## src/include/enccr_consts.svh

```systemverilog
// Register offsets, field positions, reset values for the encoder counter block
`ifndef ENCCR_CONSTS_SVH
`define ENCCR_CONSTS_SVH
`define ENCCR_AW 8
`define ENCCR_DW 32
`define ENCCR_CW 16
`define ENCCR_OFS_CTRL 8'h00
`define ENCCR_OFS_RELOAD 8'h04
`define ENCCR_OFS_COUNT 8'h08
`define ENCCR_OFS_COMPARE 8'h0C
`define ENCCR_OFS_CHAN 8'h10
`define ENCCR_OFS_EVENT 8'h14
`define ENCCR_OFS_STATUS 8'h18
`define ENCCR_B_CEN 0
`define ENCCR_B_SMS_LO 1
`define ENCCR_B_SMS_HI 3
`define ENCCR_B_POL1 4
`define ENCCR_B_POL2 5
`define ENCCR_B_ETP 6
`define ENCCR_B_ECE 7
`define ENCCR_B_EXT_TRIGGER_PRESCALER_LO 8
`define ENCCR_B_EXT_TRIGGER_PRESCALER_HI 9
`define ENCCR_B_DIR 10
`define ENCCR_B_MODE_LO 0
`define ENCCR_B_MODE_HI 2
`define ENCCR_B_CLREN 3
`define ENCCR_B_UG 0
`define ENCCR_B_ST_REF 0
`define ENCCR_B_ST_CLR 1
`define ENCCR_B_ST_DIR 2
`define ENCCR_RST_RELOAD 16'hFFFF
`define ENCCR_RST_ZERO16 16'h0000
`endif

```

## src/include/enccr_pkg.sv

```systemverilog
// Types for the encoder counter block
package enccr_pkg;
  typedef enum logic [2:0] {
    ENCCR_SMS_OFF = 3'h0,
    ENCCR_SMS_B = 3'h1,
    ENCCR_SMS_A = 3'h2,
    ENCCR_SMS_AB = 3'h3
  } enccr_sms_t;
  typedef enum logic [2:0] {
    ENCCR_OC_FROZEN = 3'h0,
    ENCCR_OC_SETHI = 3'h1,
    ENCCR_OC_SETLO = 3'h2,
    ENCCR_OC_TOGGLE = 3'h3,
    ENCCR_OC_FORCELO = 3'h4,
    ENCCR_OC_FORCEHI = 3'h5,
    ENCCR_OC_PWM1 = 3'h6,
    ENCCR_OC_PWM2 = 3'h7
  } enccr_ocm_t;
endpackage
```

## src/core/enccr_top.sv

```systemverilog
// Quadrature encoder counter with externally cleared compare reference
// Notes on behaviour
// - With clear enabled, high filtered trigger forces compare reference low.
// - Once cleared, reference stays low until the next update event.
// - Clearing acts only in compare or PWM modes, never in forced modes.
// - At 100% duty a cleared reference returns at next counter overflow.
// - Mode 001 counts input B edges, 010 input A, 011 both.
// - Counter steps on valid adjusted input edges only while enabled.
// - Direction updates on every single-input transition in any encoder mode; simultaneous edges on both inputs leave it unchanged.
// - Counter wraps between zero and reload value in both directions.
// - Compare logic keeps working while encoder drives the counter.
// - Input A edge direction depends on level of input B.
// - Input B edge direction depends on input A; unselected edges are not counted but still set direction.
// - Direction reads 0 counting up, 1 counting down.
//
// Implementation choices: the strobed register port and the placing of the registers.
`include "enccr_consts.svh"
`timescale 1ns/10ps
`default_nettype none
module enccr_top (
  // Clock and reset
  input wire logic ref_clk,
  input wire logic rst,
  // Register port
  input wire logic [`ENCCR_AW-1:0] regAddr,
  input wire logic [`ENCCR_DW-1:0] regWdata,
  input wire logic regWr,
  input wire logic regRd,
  output logic [`ENCCR_DW-1:0] regRdata,
  // Pins
  input wire logic encoderInputA,
  input wire logic encoderInputB,
  input wire logic extTriggerInput,
  // Status outputs
  output logic ocRef,
  output logic countDir,
  output logic updateEvent
);
  localparam int CW = `ENCCR_CW;

  logic [2:0] pinS1_q;
  logic [2:0] pinS2_q;
  logic prevA_q;
  logic prevB_q;
  logic cen_q;
  logic [2:0] sms_q;
  logic pol1_q;
  logic pol2_q;
  logic etp_q;
  logic ece_q;
  logic [1:0] ext_trigger_prescaler_q;
  logic [CW-1:0] arr_q;
  logic [CW-1:0] cnt_q;
  logic [CW-1:0] cnt_d;
  logic [CW-1:0] ccr_q;
  enccr_pkg::enccr_ocm_t mode_q;
  logic clrEn_q;
  logic dir_q;
  logic clr_q;
  logic matchRef_q;
  logic stepped_q;
  logic [`ENCCR_DW-1:0] rdata_q;
  logic ocRef_q;
  logic uev_q;

  // Bus decode
  wire wrCtrl = regWr && regAddr == `ENCCR_OFS_CTRL;
  wire wrArr = regWr && regAddr == `ENCCR_OFS_RELOAD;
  wire wrCnt = regWr && regAddr == `ENCCR_OFS_COUNT;
  wire wrCcr = regWr && regAddr == `ENCCR_OFS_COMPARE;
  wire wrChan = regWr && regAddr == `ENCCR_OFS_CHAN;
  wire swUpdate = regWr && regAddr == `ENCCR_OFS_EVENT && regWdata[`ENCCR_B_UG];

  // Adjusted inputs; the filter stage is a pass-through here
  wire adjA = pinS2_q[0] ^ pol1_q;
  wire adjB = pinS2_q[1] ^ pol2_q;
  wire filtered_ext_trigger = pinS2_q[2] ^ etp_q;

  // Encoder edge and direction decode
  wire edgeA = adjA ^ prevA_q;
  wire edgeB = adjB ^ prevB_q;
  wire oneEdge = edgeA ^ edgeB;
  wire upOnA = adjA ^ adjB;
  wire upOnB = ~(adjA ^ adjB);
  wire encUp = edgeA ? upOnA : upOnB;
  wire selA = sms_q == enccr_pkg::ENCCR_SMS_A || sms_q == enccr_pkg::ENCCR_SMS_AB;
  wire selB = sms_q == enccr_pkg::ENCCR_SMS_B || sms_q == enccr_pkg::ENCCR_SMS_AB;
  wire encMode = selA || selB;
  // Simultaneous edges on both inputs are not a valid quadrature step
  wire encStep = cen_q && oneEdge && ((selA && edgeA) || (selB && edgeB));
  wire intStep = cen_q && sms_q == enccr_pkg::ENCCR_SMS_OFF;
  wire step = encStep || intStep;
  wire stepUp = encMode ? encUp : 1'b1;
  wire wrapHi = stepUp && cnt_q == arr_q;
  wire wrapLo = !stepUp && cnt_q == `ENCCR_RST_ZERO16;
  wire update_event = (step && (wrapHi || wrapLo)) || swUpdate;
  wire dir_d = (encMode && oneEdge) ? ~encUp : dir_q;

  always_comb begin
    cnt_d = cnt_q;
    if (wrCnt) begin
      cnt_d = regWdata[CW-1:0];
    end else if (step) begin
      if (wrapHi) begin
        cnt_d = `ENCCR_RST_ZERO16;
      end else if (wrapLo) begin
        cnt_d = arr_q;
      end else if (stepUp) begin
        cnt_d = cnt_q + 16'h0001;
      end else begin
        cnt_d = cnt_q - 16'h0001;
      end
    end
  end

  // Compare reference; compare stays live in encoder mode
  wire cmpLt = dir_q ? (cnt_q <= ccr_q) : (cnt_q < ccr_q);
  wire matchHit = stepped_q && cnt_q == ccr_q;
  wire forced = mode_q == enccr_pkg::ENCCR_OC_FORCELO || mode_q == enccr_pkg::ENCCR_OC_FORCEHI;
  wire isPwm1 = mode_q == enccr_pkg::ENCCR_OC_PWM1;
  wire isPwm2 = mode_q == enccr_pkg::ENCCR_OC_PWM2;
  wire matchRef_d = !matchHit ? matchRef_q
    : mode_q == enccr_pkg::ENCCR_OC_SETHI ? 1'b1
    : mode_q == enccr_pkg::ENCCR_OC_SETLO ? 1'b0
    : mode_q == enccr_pkg::ENCCR_OC_TOGGLE ? ~matchRef_q : matchRef_q;
  wire rawRef = mode_q == enccr_pkg::ENCCR_OC_FORCEHI ? 1'b1
    : mode_q == enccr_pkg::ENCCR_OC_FORCELO ? 1'b0
    : isPwm1 ? cmpLt : isPwm2 ? ~cmpLt : matchRef_q;
  // Trigger level wins over an update in the same cycle
  wire clr_d = !forced && ((clrEn_q && filtered_ext_trigger) || (clr_q && !update_event));
  wire ocRef_d = rawRef && !clr_d;

  // Read mux; unmapped addresses read zero
  wire [`ENCCR_DW-1:0] ctrlRd = {21'h000000, dir_q, ext_trigger_prescaler_q, ece_q, etp_q,
    pol2_q, pol1_q, sms_q, cen_q};
  wire [`ENCCR_DW-1:0] rdSel = regAddr == `ENCCR_OFS_CTRL ? ctrlRd
    : regAddr == `ENCCR_OFS_RELOAD ? {16'h0000, arr_q}
    : regAddr == `ENCCR_OFS_COUNT ? {16'h0000, cnt_q}
    : regAddr == `ENCCR_OFS_COMPARE ? {16'h0000, ccr_q}
    : regAddr == `ENCCR_OFS_CHAN ? {28'h0000000, clrEn_q, mode_q}
    : regAddr == `ENCCR_OFS_STATUS ? {29'h00000000, dir_q, clr_q, ocRef_q}
    : 32'h00000000;

  always_ff @(posedge ref_clk or posedge rst) begin
    if (rst) begin
      pinS1_q <= 3'h0;
      pinS2_q <= 3'h0;
    end else begin
      pinS1_q <= {extTriggerInput, encoderInputB, encoderInputA};
      pinS2_q <= pinS1_q;
    end
  end

  always_ff @(posedge ref_clk or posedge rst) begin
    if (rst) begin
      cen_q <= 1'b0;
      sms_q <= 3'h0;
      pol1_q <= 1'b0;
      pol2_q <= 1'b0;
      etp_q <= 1'b0;
      ece_q <= 1'b0;
      ext_trigger_prescaler_q <= 2'h0;
    end else if (wrCtrl) begin
      cen_q <= regWdata[`ENCCR_B_CEN];
      sms_q <= regWdata[`ENCCR_B_SMS_HI:`ENCCR_B_SMS_LO];
      pol1_q <= regWdata[`ENCCR_B_POL1];
      pol2_q <= regWdata[`ENCCR_B_POL2];
      etp_q <= regWdata[`ENCCR_B_ETP];
      ece_q <= regWdata[`ENCCR_B_ECE];
      ext_trigger_prescaler_q <= regWdata[`ENCCR_B_EXT_TRIGGER_PRESCALER_HI:`ENCCR_B_EXT_TRIGGER_PRESCALER_LO];
    end
  end

  always_ff @(posedge ref_clk or posedge rst) begin
    if (rst) begin
      arr_q <= `ENCCR_RST_RELOAD;
      ccr_q <= `ENCCR_RST_ZERO16;
      mode_q <= enccr_pkg::ENCCR_OC_FROZEN;
      clrEn_q <= 1'b0;
    end else begin
      if (wrArr) arr_q <= regWdata[CW-1:0];
      if (wrCcr) ccr_q <= regWdata[CW-1:0];
      if (wrChan) begin
        mode_q <= enccr_pkg::enccr_ocm_t'(regWdata[`ENCCR_B_MODE_HI:`ENCCR_B_MODE_LO]);
        clrEn_q <= regWdata[`ENCCR_B_CLREN];
      end
    end
  end

  always_ff @(posedge ref_clk or posedge rst) begin
    if (rst) begin
      prevA_q <= 1'b0;
      prevB_q <= 1'b0;
      cnt_q <= `ENCCR_RST_ZERO16;
      dir_q <= 1'b0;
      stepped_q <= 1'b0;
      matchRef_q <= 1'b0;
      clr_q <= 1'b0;
      ocRef_q <= 1'b0;
      uev_q <= 1'b0;
      rdata_q <= 32'h00000000;
    end else begin
      prevA_q <= adjA;
      prevB_q <= adjB;
      cnt_q <= cnt_d;
      dir_q <= dir_d;
      stepped_q <= step;
      matchRef_q <= matchRef_d;
      clr_q <= clr_d;
      ocRef_q <= ocRef_d;
      uev_q <= update_event;
      rdata_q <= regRd ? rdSel : 32'h00000000;
    end
  end

  assign regRdata = rdata_q;
  assign ocRef = ocRef_q;
  assign countDir = dir_q;
  assign updateEvent = uev_q;
endmodule // enccr_top
`default_nettype wire

```

## config.mk

```make
export PLATFORM = sky130hd
export DESIGN_NAME = enccr_top
export DESIGN_NICKNAME = d
export VERILOG_FILES = /design/src/include/enccr_pkg.sv /design/src/core/enccr_top.sv
export VERILOG_INCLUDE_DIRS = /design/src /design/src/include
export SDC_FILE = /design/constraint.sdc
export NUM_CORES = 1
export LEC_CHECK = 0
export BUFFER_PORTS_ARGS = -buffer_cell sky130_fd_sc_hd__buf_2
export CORE_MARGIN = 3
export CORE_UTILIZATION = 46
export DETAILED_ROUTE_END_ITERATION = 10
export PLACE_DENSITY = 0.66
export SLEW_MARGIN = 40
export SYNTH_ARGS = -nofsm -noshare
export SYNTH_HDL_FRONTEND = slang
export SYNTH_SLANG_ARGS = --single-unit
export TNS_END_PERCENT = 10
```

## constraint.sdc

```tcl
create_clock -name ref_clk -period 8.3 [get_ports ref_clk]
set_input_delay 0.415 -clock ref_clk [delete_from_list [all_inputs] [get_ports ref_clk]]
set_output_delay 0.415 -clock ref_clk [all_outputs]
set_load 0.02 [all_outputs]
```

==> metrics.cfg, run 1 <==
[yosys]
yosys.cell_types.count=70
synth.area.top_cells=dfrtp_1 33%, mux2_2 8.9%, dfstp_2 7.2%
syn_area_um2=5830
synth_largest_area_cell=dfrtp_1
synth_edf_count=0
synth_area_per_cell_um2=10.0
synth_top_area_frac=0.326
ys_async_sr_fraction=1.00
ys_seq_elements=92
seq_area_frac_synth=0.398
yosysWarningCount=0
synthCells=581
synthFlopType=dfrtp_1

[global_routing]
grtUsageTotal=0.227
antenna_found_initial=0
first_global_vias=4659
met3_usage=0.0469
grt_pass1_wl_um=25100
met1_usage=0.315
grt_start_max_net_pins=49
grt_remaining_overflow=0
grt_use_met2=0.358
grt.busiest_layer=met2

[worst_setup_path]
critPathArrivalTime_ps=4110
cp_cell_sequence=xnor3_1 > or3_1 > clkinv_2 > ha_1 > o21ai_0 > o21ai_0 > nand3_1 > a2111oi_0 > nor4b_2 > o21ai_1
cpPeakStageDelay_ps=570
crit_top_cell=o21ai_0
slowest_stage=a2111oi_0
cp-start-kind=flop
crit_type=reg2reg
worstSetupEndpointType=flop
cp_max_fo=15
worstPathRequired_ps=8570

[routing]
ant_nets=0
drt_iter0_markers=385
wire_per_inst_um=19.9
first_pass_iters=6
drcViolationCount=0
vias=4833
viasPerCell=6.07
wl_um=15800

[floorplan]
die_h_um=119
die_x_um=119
io_pins=82
core_um2=12200
die-area_um2=14100
start_util=0.478
fp-row-count=40

[place]
gp_congestion=0.924
dpl.cell_count=780
numPortBuffers=49
hpwl_um=11100

[clock_tree]
cts_root_buf=clkbuf_16
clk_latency_ps=360
cts_tree=built
cts_buffers=9
post_cts_buffers=0
ctsHoldBuffers=0
cts_buffer_depth=2
cts.clk_slew.worst_paths_ps=70
cts-resized-gates=0
numClockSinks=92
cts_htree_levels=3

[final_layout]
layout-drive-gt1-share=0.234
diodes=0
area_growth_pct=11.2
fin_cells=796
layout.nets=701
final_cell_mix=76 x dfrtp_1, 49 x buf_2, 46 x mux2_2
fin_util=0.531
final_common_cell=dfrtp_1

[sta]
drv_slew=0
final.period_utilization=0.462
relSlewSlack=0.468
clock_skew_ps=10.6
finalCriticalPeriod_ps=3840
worstMarginPinSlew_ps=796
hold_viol=0
setup_viol=0
fmaxAchievable_ghz=0.261
rsz0062_at_grt=no
finalSetupTns_ps=0

[power]
power_mw=1.52
p_leak_nw=3.00
ir_drop_mv=0.121
power_density_nw_per_um2=234

[run_status]
outcome=finished clean

[hold_path]
hold_path.class=in2async

[run]
drv_cap=0

==> state kept, by name, indices dropped and copies added, names as in the netlist, 2 cells and up <==
signal / cells
sms_q: 3
regRdata: 16
arr_q: 16
cnt_q: 16
ccr_q: 16
pinS2_q: 3
ext_trigger_prescaler_q: 2
mode_q: 3
pinS1_q: 3
==> stage by stage <==
step,hold WS (ps),cell area (um^2),setup WS (ps)
6_report,112,6480,4460
5_1_grt,143,6480,4200
4_1_cts,137,6480,4510
3_5_place_dp,336,6160,4570
3_3_place_gp,333,6150,4560
2_1_floorplan,331,5890,5290
==> synth_stat cells, types with 3 or more instances <==
cell,number
a2111oi_0,4
a211o_1,5
a211oi_1,3
a21boi_0,4
a21o_1,7
a21oi_1,45
a221oi_1,10
a22oi_1,9
a31oi_1,7
and2_1,6
and3_1,18
and4_1,5
buf_4,17
buf_6,3
clkbuf_1,16
dfrtp_1,76
dfstp_2,16
ha_1,30
inv_1,26
mux2_2,46
mux2i_1,7
nand2_1,36
nand2b_1,3
nand3_1,13
nand3b_1,3
nand4_1,7
nor2_1,24
nor2b_1,4
nor3_1,5
nor3b_1,3
nor4_1,7
nor4b_1,4
o211ai_1,6
o21a_1,5
o21ai_0,20
o21ai_1,5
o22ai_1,5
o31ai_1,4
or3_1,4
or4_1,3
xnor2_1,21
xor2_1,3
==> layer usage <==
metal,vias up,routed length (um),share of wire
met5,-,0,0
met1,2396,7050,0.44
met4,0,233,0.015
met3,23,998,0.063
met2,185,7560,0.48
li1,2229,-,-
==> area by class of cell <==
class / count / area, um^2
Inverter: 27 / 105
Sequential cell: 92 / 2320
Clock buffer: 9 / 225
Timing Repair Buffer: 54 / 283
Tap cell: 168 / 210
Clock inverter: 7 / 88.8
Multi-Input combinational cell: 439 / 3250
Fill cell: 1137 / 5730
==> path summary, 6_finish.rpt <==
check                                          start               endpoint  slack, ps  depth (start not counted)
worst min register to register  pinS1_q[0]$_DFF_PP0_   pinS2_q[0]$_DFF_PP0_        350                          0
worst min-delay path                             rst        ocRef$_DFF_PP0_        110                          2
min in group ref_clk                   encoderInputB   pinS1_q[1]$_DFF_PP0_        160                          1
max in group asynchronous                        rst   ccr_q[8]$_DFFE_PP0P_       7160                          3
worst max-delay path              pol2_q$_DFFE_PP0P_  cnt_q[11]$_DFFE_PP0P_       4460                         10
worst max register to register    pol2_q$_DFFE_PP0P_  cnt_q[11]$_DFFE_PP0P_       4460                         10
==> kinds of logic after synthesis <==
| logic type | after synthesis | share of synthesized area |
|---|---|---|
| buffers and inverters | 65 | 0.0573 |
| xor gates and xnor gates | 27 | 0.0478 |
| other | 1 | 0.000643 |
| AOI/OAI and AO/OA | 153 | 0.173 |
| adders and majority gates | 31 | 0.0678 |
| and+or+nand+nor | 159 | 0.154 |
| muxes | 53 | 0.101 |
| DFF | 92 | 0.398 |
==> critical path, delay by kind of cell (launching register included) <==
| family | cells | cell delay (ps) |
|---|---|---|
| simple gates | 3 | 760 |
| compound gates | 4 | 1280 |
| fa+ha+maj | 1 | 460 |
| xor+xnor | 1 | 420 |
| flops | 1 | 440 |
| buf+inv | 1 | 390 |
==> report_power, final <==
part / switching (mW) / leakage, nW / total, mW / internal (mW)
clock: 0.195 / 0.152 / 0.437 / 0.242
combinational: 0.269 / 1.67 / 0.498 / 0.229
sequential: 0.0864 / 1.18 / 0.582 / 0.496
total: 0.551 / 3.00 / 1.52 / 0.967
No activity file was read; power rests on OpenSTA's default activity.
==> inputs of run 2 (changes only) <==
==> constraint.sdc (replaced) <==
create_clock -name ref_clk -period 3.64 [get_ports ref_clk]
set_input_delay 0.182 -clock ref_clk [delete_from_list [all_inputs] [get_ports ref_clk]]
set_output_delay 0.182 -clock ref_clk [all_outputs]
set_load 0.02 [all_outputs]
==> metrics.cfg, run 2 (synthesized netlist as in run 1, its figures left out) <==
[run_status]
outcome=finished clean

[clock_tree]
cts_buffers=9  ; unchanged
clk_latency_ps=360  ; about the same
cts_root_buf=clkbuf_16
numClockSinks=92  ; unchanged
cts_htree_levels=3  ; unchanged
cts.clk_slew.worst_paths_ps=70  ; about the same
cts_buffer_depth=2  ; unchanged
post_cts_buffers=0  ; unchanged
cts_tree=built

[sta]
finalCriticalPeriod_ps=3450  ; -385 ps
drv_slew=0  ; unchanged
final.setup.worst_slack_ps=189  ; -4280 ps
final.period_utilization=0.948  ; +0.486
hold_viol=0  ; unchanged
finalSetupTns_ps=0  ; unchanged
fmaxAchievable_ghz=0.290  ; +11%
rsz0062_at_grt=no
worstMarginPinSlew_ps=755  ; -41.7 ps
setup_viol=0  ; unchanged
relSlewSlack=0.490  ; +0.0220
clock_skew_ps=7.21  ; -3.41 ps

[place]
numPortBuffers=49  ; unchanged
dpl.cell_count=786  ; +0.77%
placed_area_um2=6200  ; +0.57%
hpwl_um=11100  ; about the same
place_ws_ps=328  ; -4240 ps
gp_congestion=0.889  ; -3.8%

[worst_setup_path]
crit_type=reg2reg
worst-r2r-cell-count=10  ; unchanged
critPathArrivalTime_ps=3730  ; -380 ps
worstSetupEndpointType=flop
rrSetupSlack_ps=190  ; -4280 ps
cp-start-kind=flop
worstPathRequired_ps=3910  ; -4660 ps
cp_max_fo=12  ; -3

[final_layout]
final_cell_mix=76 x dfrtp_1, 49 x buf_2, 46 x mux2_2
diodes=0  ; unchanged
layout.nets=711  ; +1.4%
area_growth_pct=12.2
final_common_cell=dfrtp_1
final_cell_area_um2=6550  ; +0.93%
fin_cells=806  ; +1.3%
layout-drive-gt1-share=0.234  ; -0.000534

[global_routing]
grt_pass1_wl_um=25300  ; +0.91%
grt_remaining_overflow=0  ; unchanged
antenna_found_initial=0  ; unchanged
grt_start_max_net_pins=77  ; +57%
first_global_vias=4665  ; +0.13%
grtUsageTotal=0.229  ; +0.00219

[routing]
vias=4827  ; -0.12%
drt_iter0_markers=295  ; -23%
viasPerCell=5.99  ; -1.4%
ant_nets=0  ; unchanged
first_pass_iters=8  ; +2
drcViolationCount=0  ; unchanged
wire_per_inst_um=19.7  ; -1.2%
wl_um=15800  ; about the same

[run]
drv_cap=0  ; unchanged

[floorplan]
io_pins=82  ; unchanged
die-area_um2=14100  ; unchanged
core_um2=12200  ; unchanged
die_x_um=119  ; unchanged
die_h_um=119  ; unchanged
fp-row-count=40  ; unchanged
start_util=0.478  ; unchanged

[power]
ir_drop_mv=0.542  ; +350%
p_leak_nw=3.04  ; +1.4%
power_mw=3.44  ; +130%
power_density_nw_per_um2=526  ; +120%

[hold_path]
whs_path_depth=3
hold_path.class=in2reg

[run 2: cell types whose count changed in the layout (fill, tap and decap cells not counted), moves of 2 or more]
cell / delta
buf_4: +6
nand3_2: -2
inv_8: -3
nand3_1: +2
inv_6: +4
dlygate4sd3_1: +4
[run 2: what timing repair did]
| action | 4_1_cts | 5_1_grt |
|---|---|---|
| hold buffers | 4 | 0 |
| gates resized for setup | 0 | 1 |
| endpoints found under the setup margin | 0 | 1 |
| hold endpoints to repair | 67 | 0 |
[run 2: where the power goes]
group,internal [mW],leakage [nW],switching [mW],total (mW)
registers,1.13,1.18,0.193,1.32
clock network,0.544,0.152,0.435,0.978
logic,0.527,1.71,0.614,1.14
[run 2: area by class of cell]
| type | instances | area (um^2) |
|---|---|---|
| well taps | 168 | 210 |
| clock inverters | 7 | 78.8 |
| flip-flops and latches | 92 | 2320 |
| repair buffers | 64 | 368 |
| inverters | 27 | 108 |
| multi-input cells | 439 | 3230 |
| clock buffers | 9 | 225 |
| fillers | 1164 | 5670 |
[run 2: worst paths after layout]
check,startpoint,end
setup / recovery,pol2_q$_DFFE_PP0P_,cnt_q[11]$_DFFE_PP0P_
hold / removal,regWdata[10],cnt_q[10]$_DFFE_PP0P_
setup reg to reg,pol2_q$_DFFE_PP0P_,cnt_q[11]$_DFFE_PP0P_
hold reg to reg,pinS1_q[2]$_DFF_PP0_,pinS2_q[2]$_DFF_PP0_
max in group asynchronous,rst,arr_q[14]$_DFFE_PP1P_
min in group asynchronous,rst,ocRef$_DFF_PP0_
[run 2: per-layer routing]
metal,vias up,GRT usage,wire length (um)
li1,2237,-,-
met1,2386,0.318,7100
met2,183,0.362,7390
met3,21,0.0464,1080
met4,0,0.0710,279
met5,-,0,0
[run 2: metrics by stage]
step / hold WS, ps / util
2_1_floorplan: 213 / -
3_3_place_gp: 289 / 0.507
3_5_place_dp: 292 / 0.508
4_1_cts: 77.8 / 0.536
5_1_grt: 87.2 / 0.536
6_report: 83.0 / 0.536
[run 2: worst max-delay path, cell delays in order, from the launching register on]
cell and delay, ps:
dfrtp_1 440, xnor3_1 470, or3_1 380, clkinv_2 190
ha_1 270, o21ai_0 160, o21ai_0 400, nand3_1 230
a2111oi_0 580, nor4b_2 110, o21ai_1 140
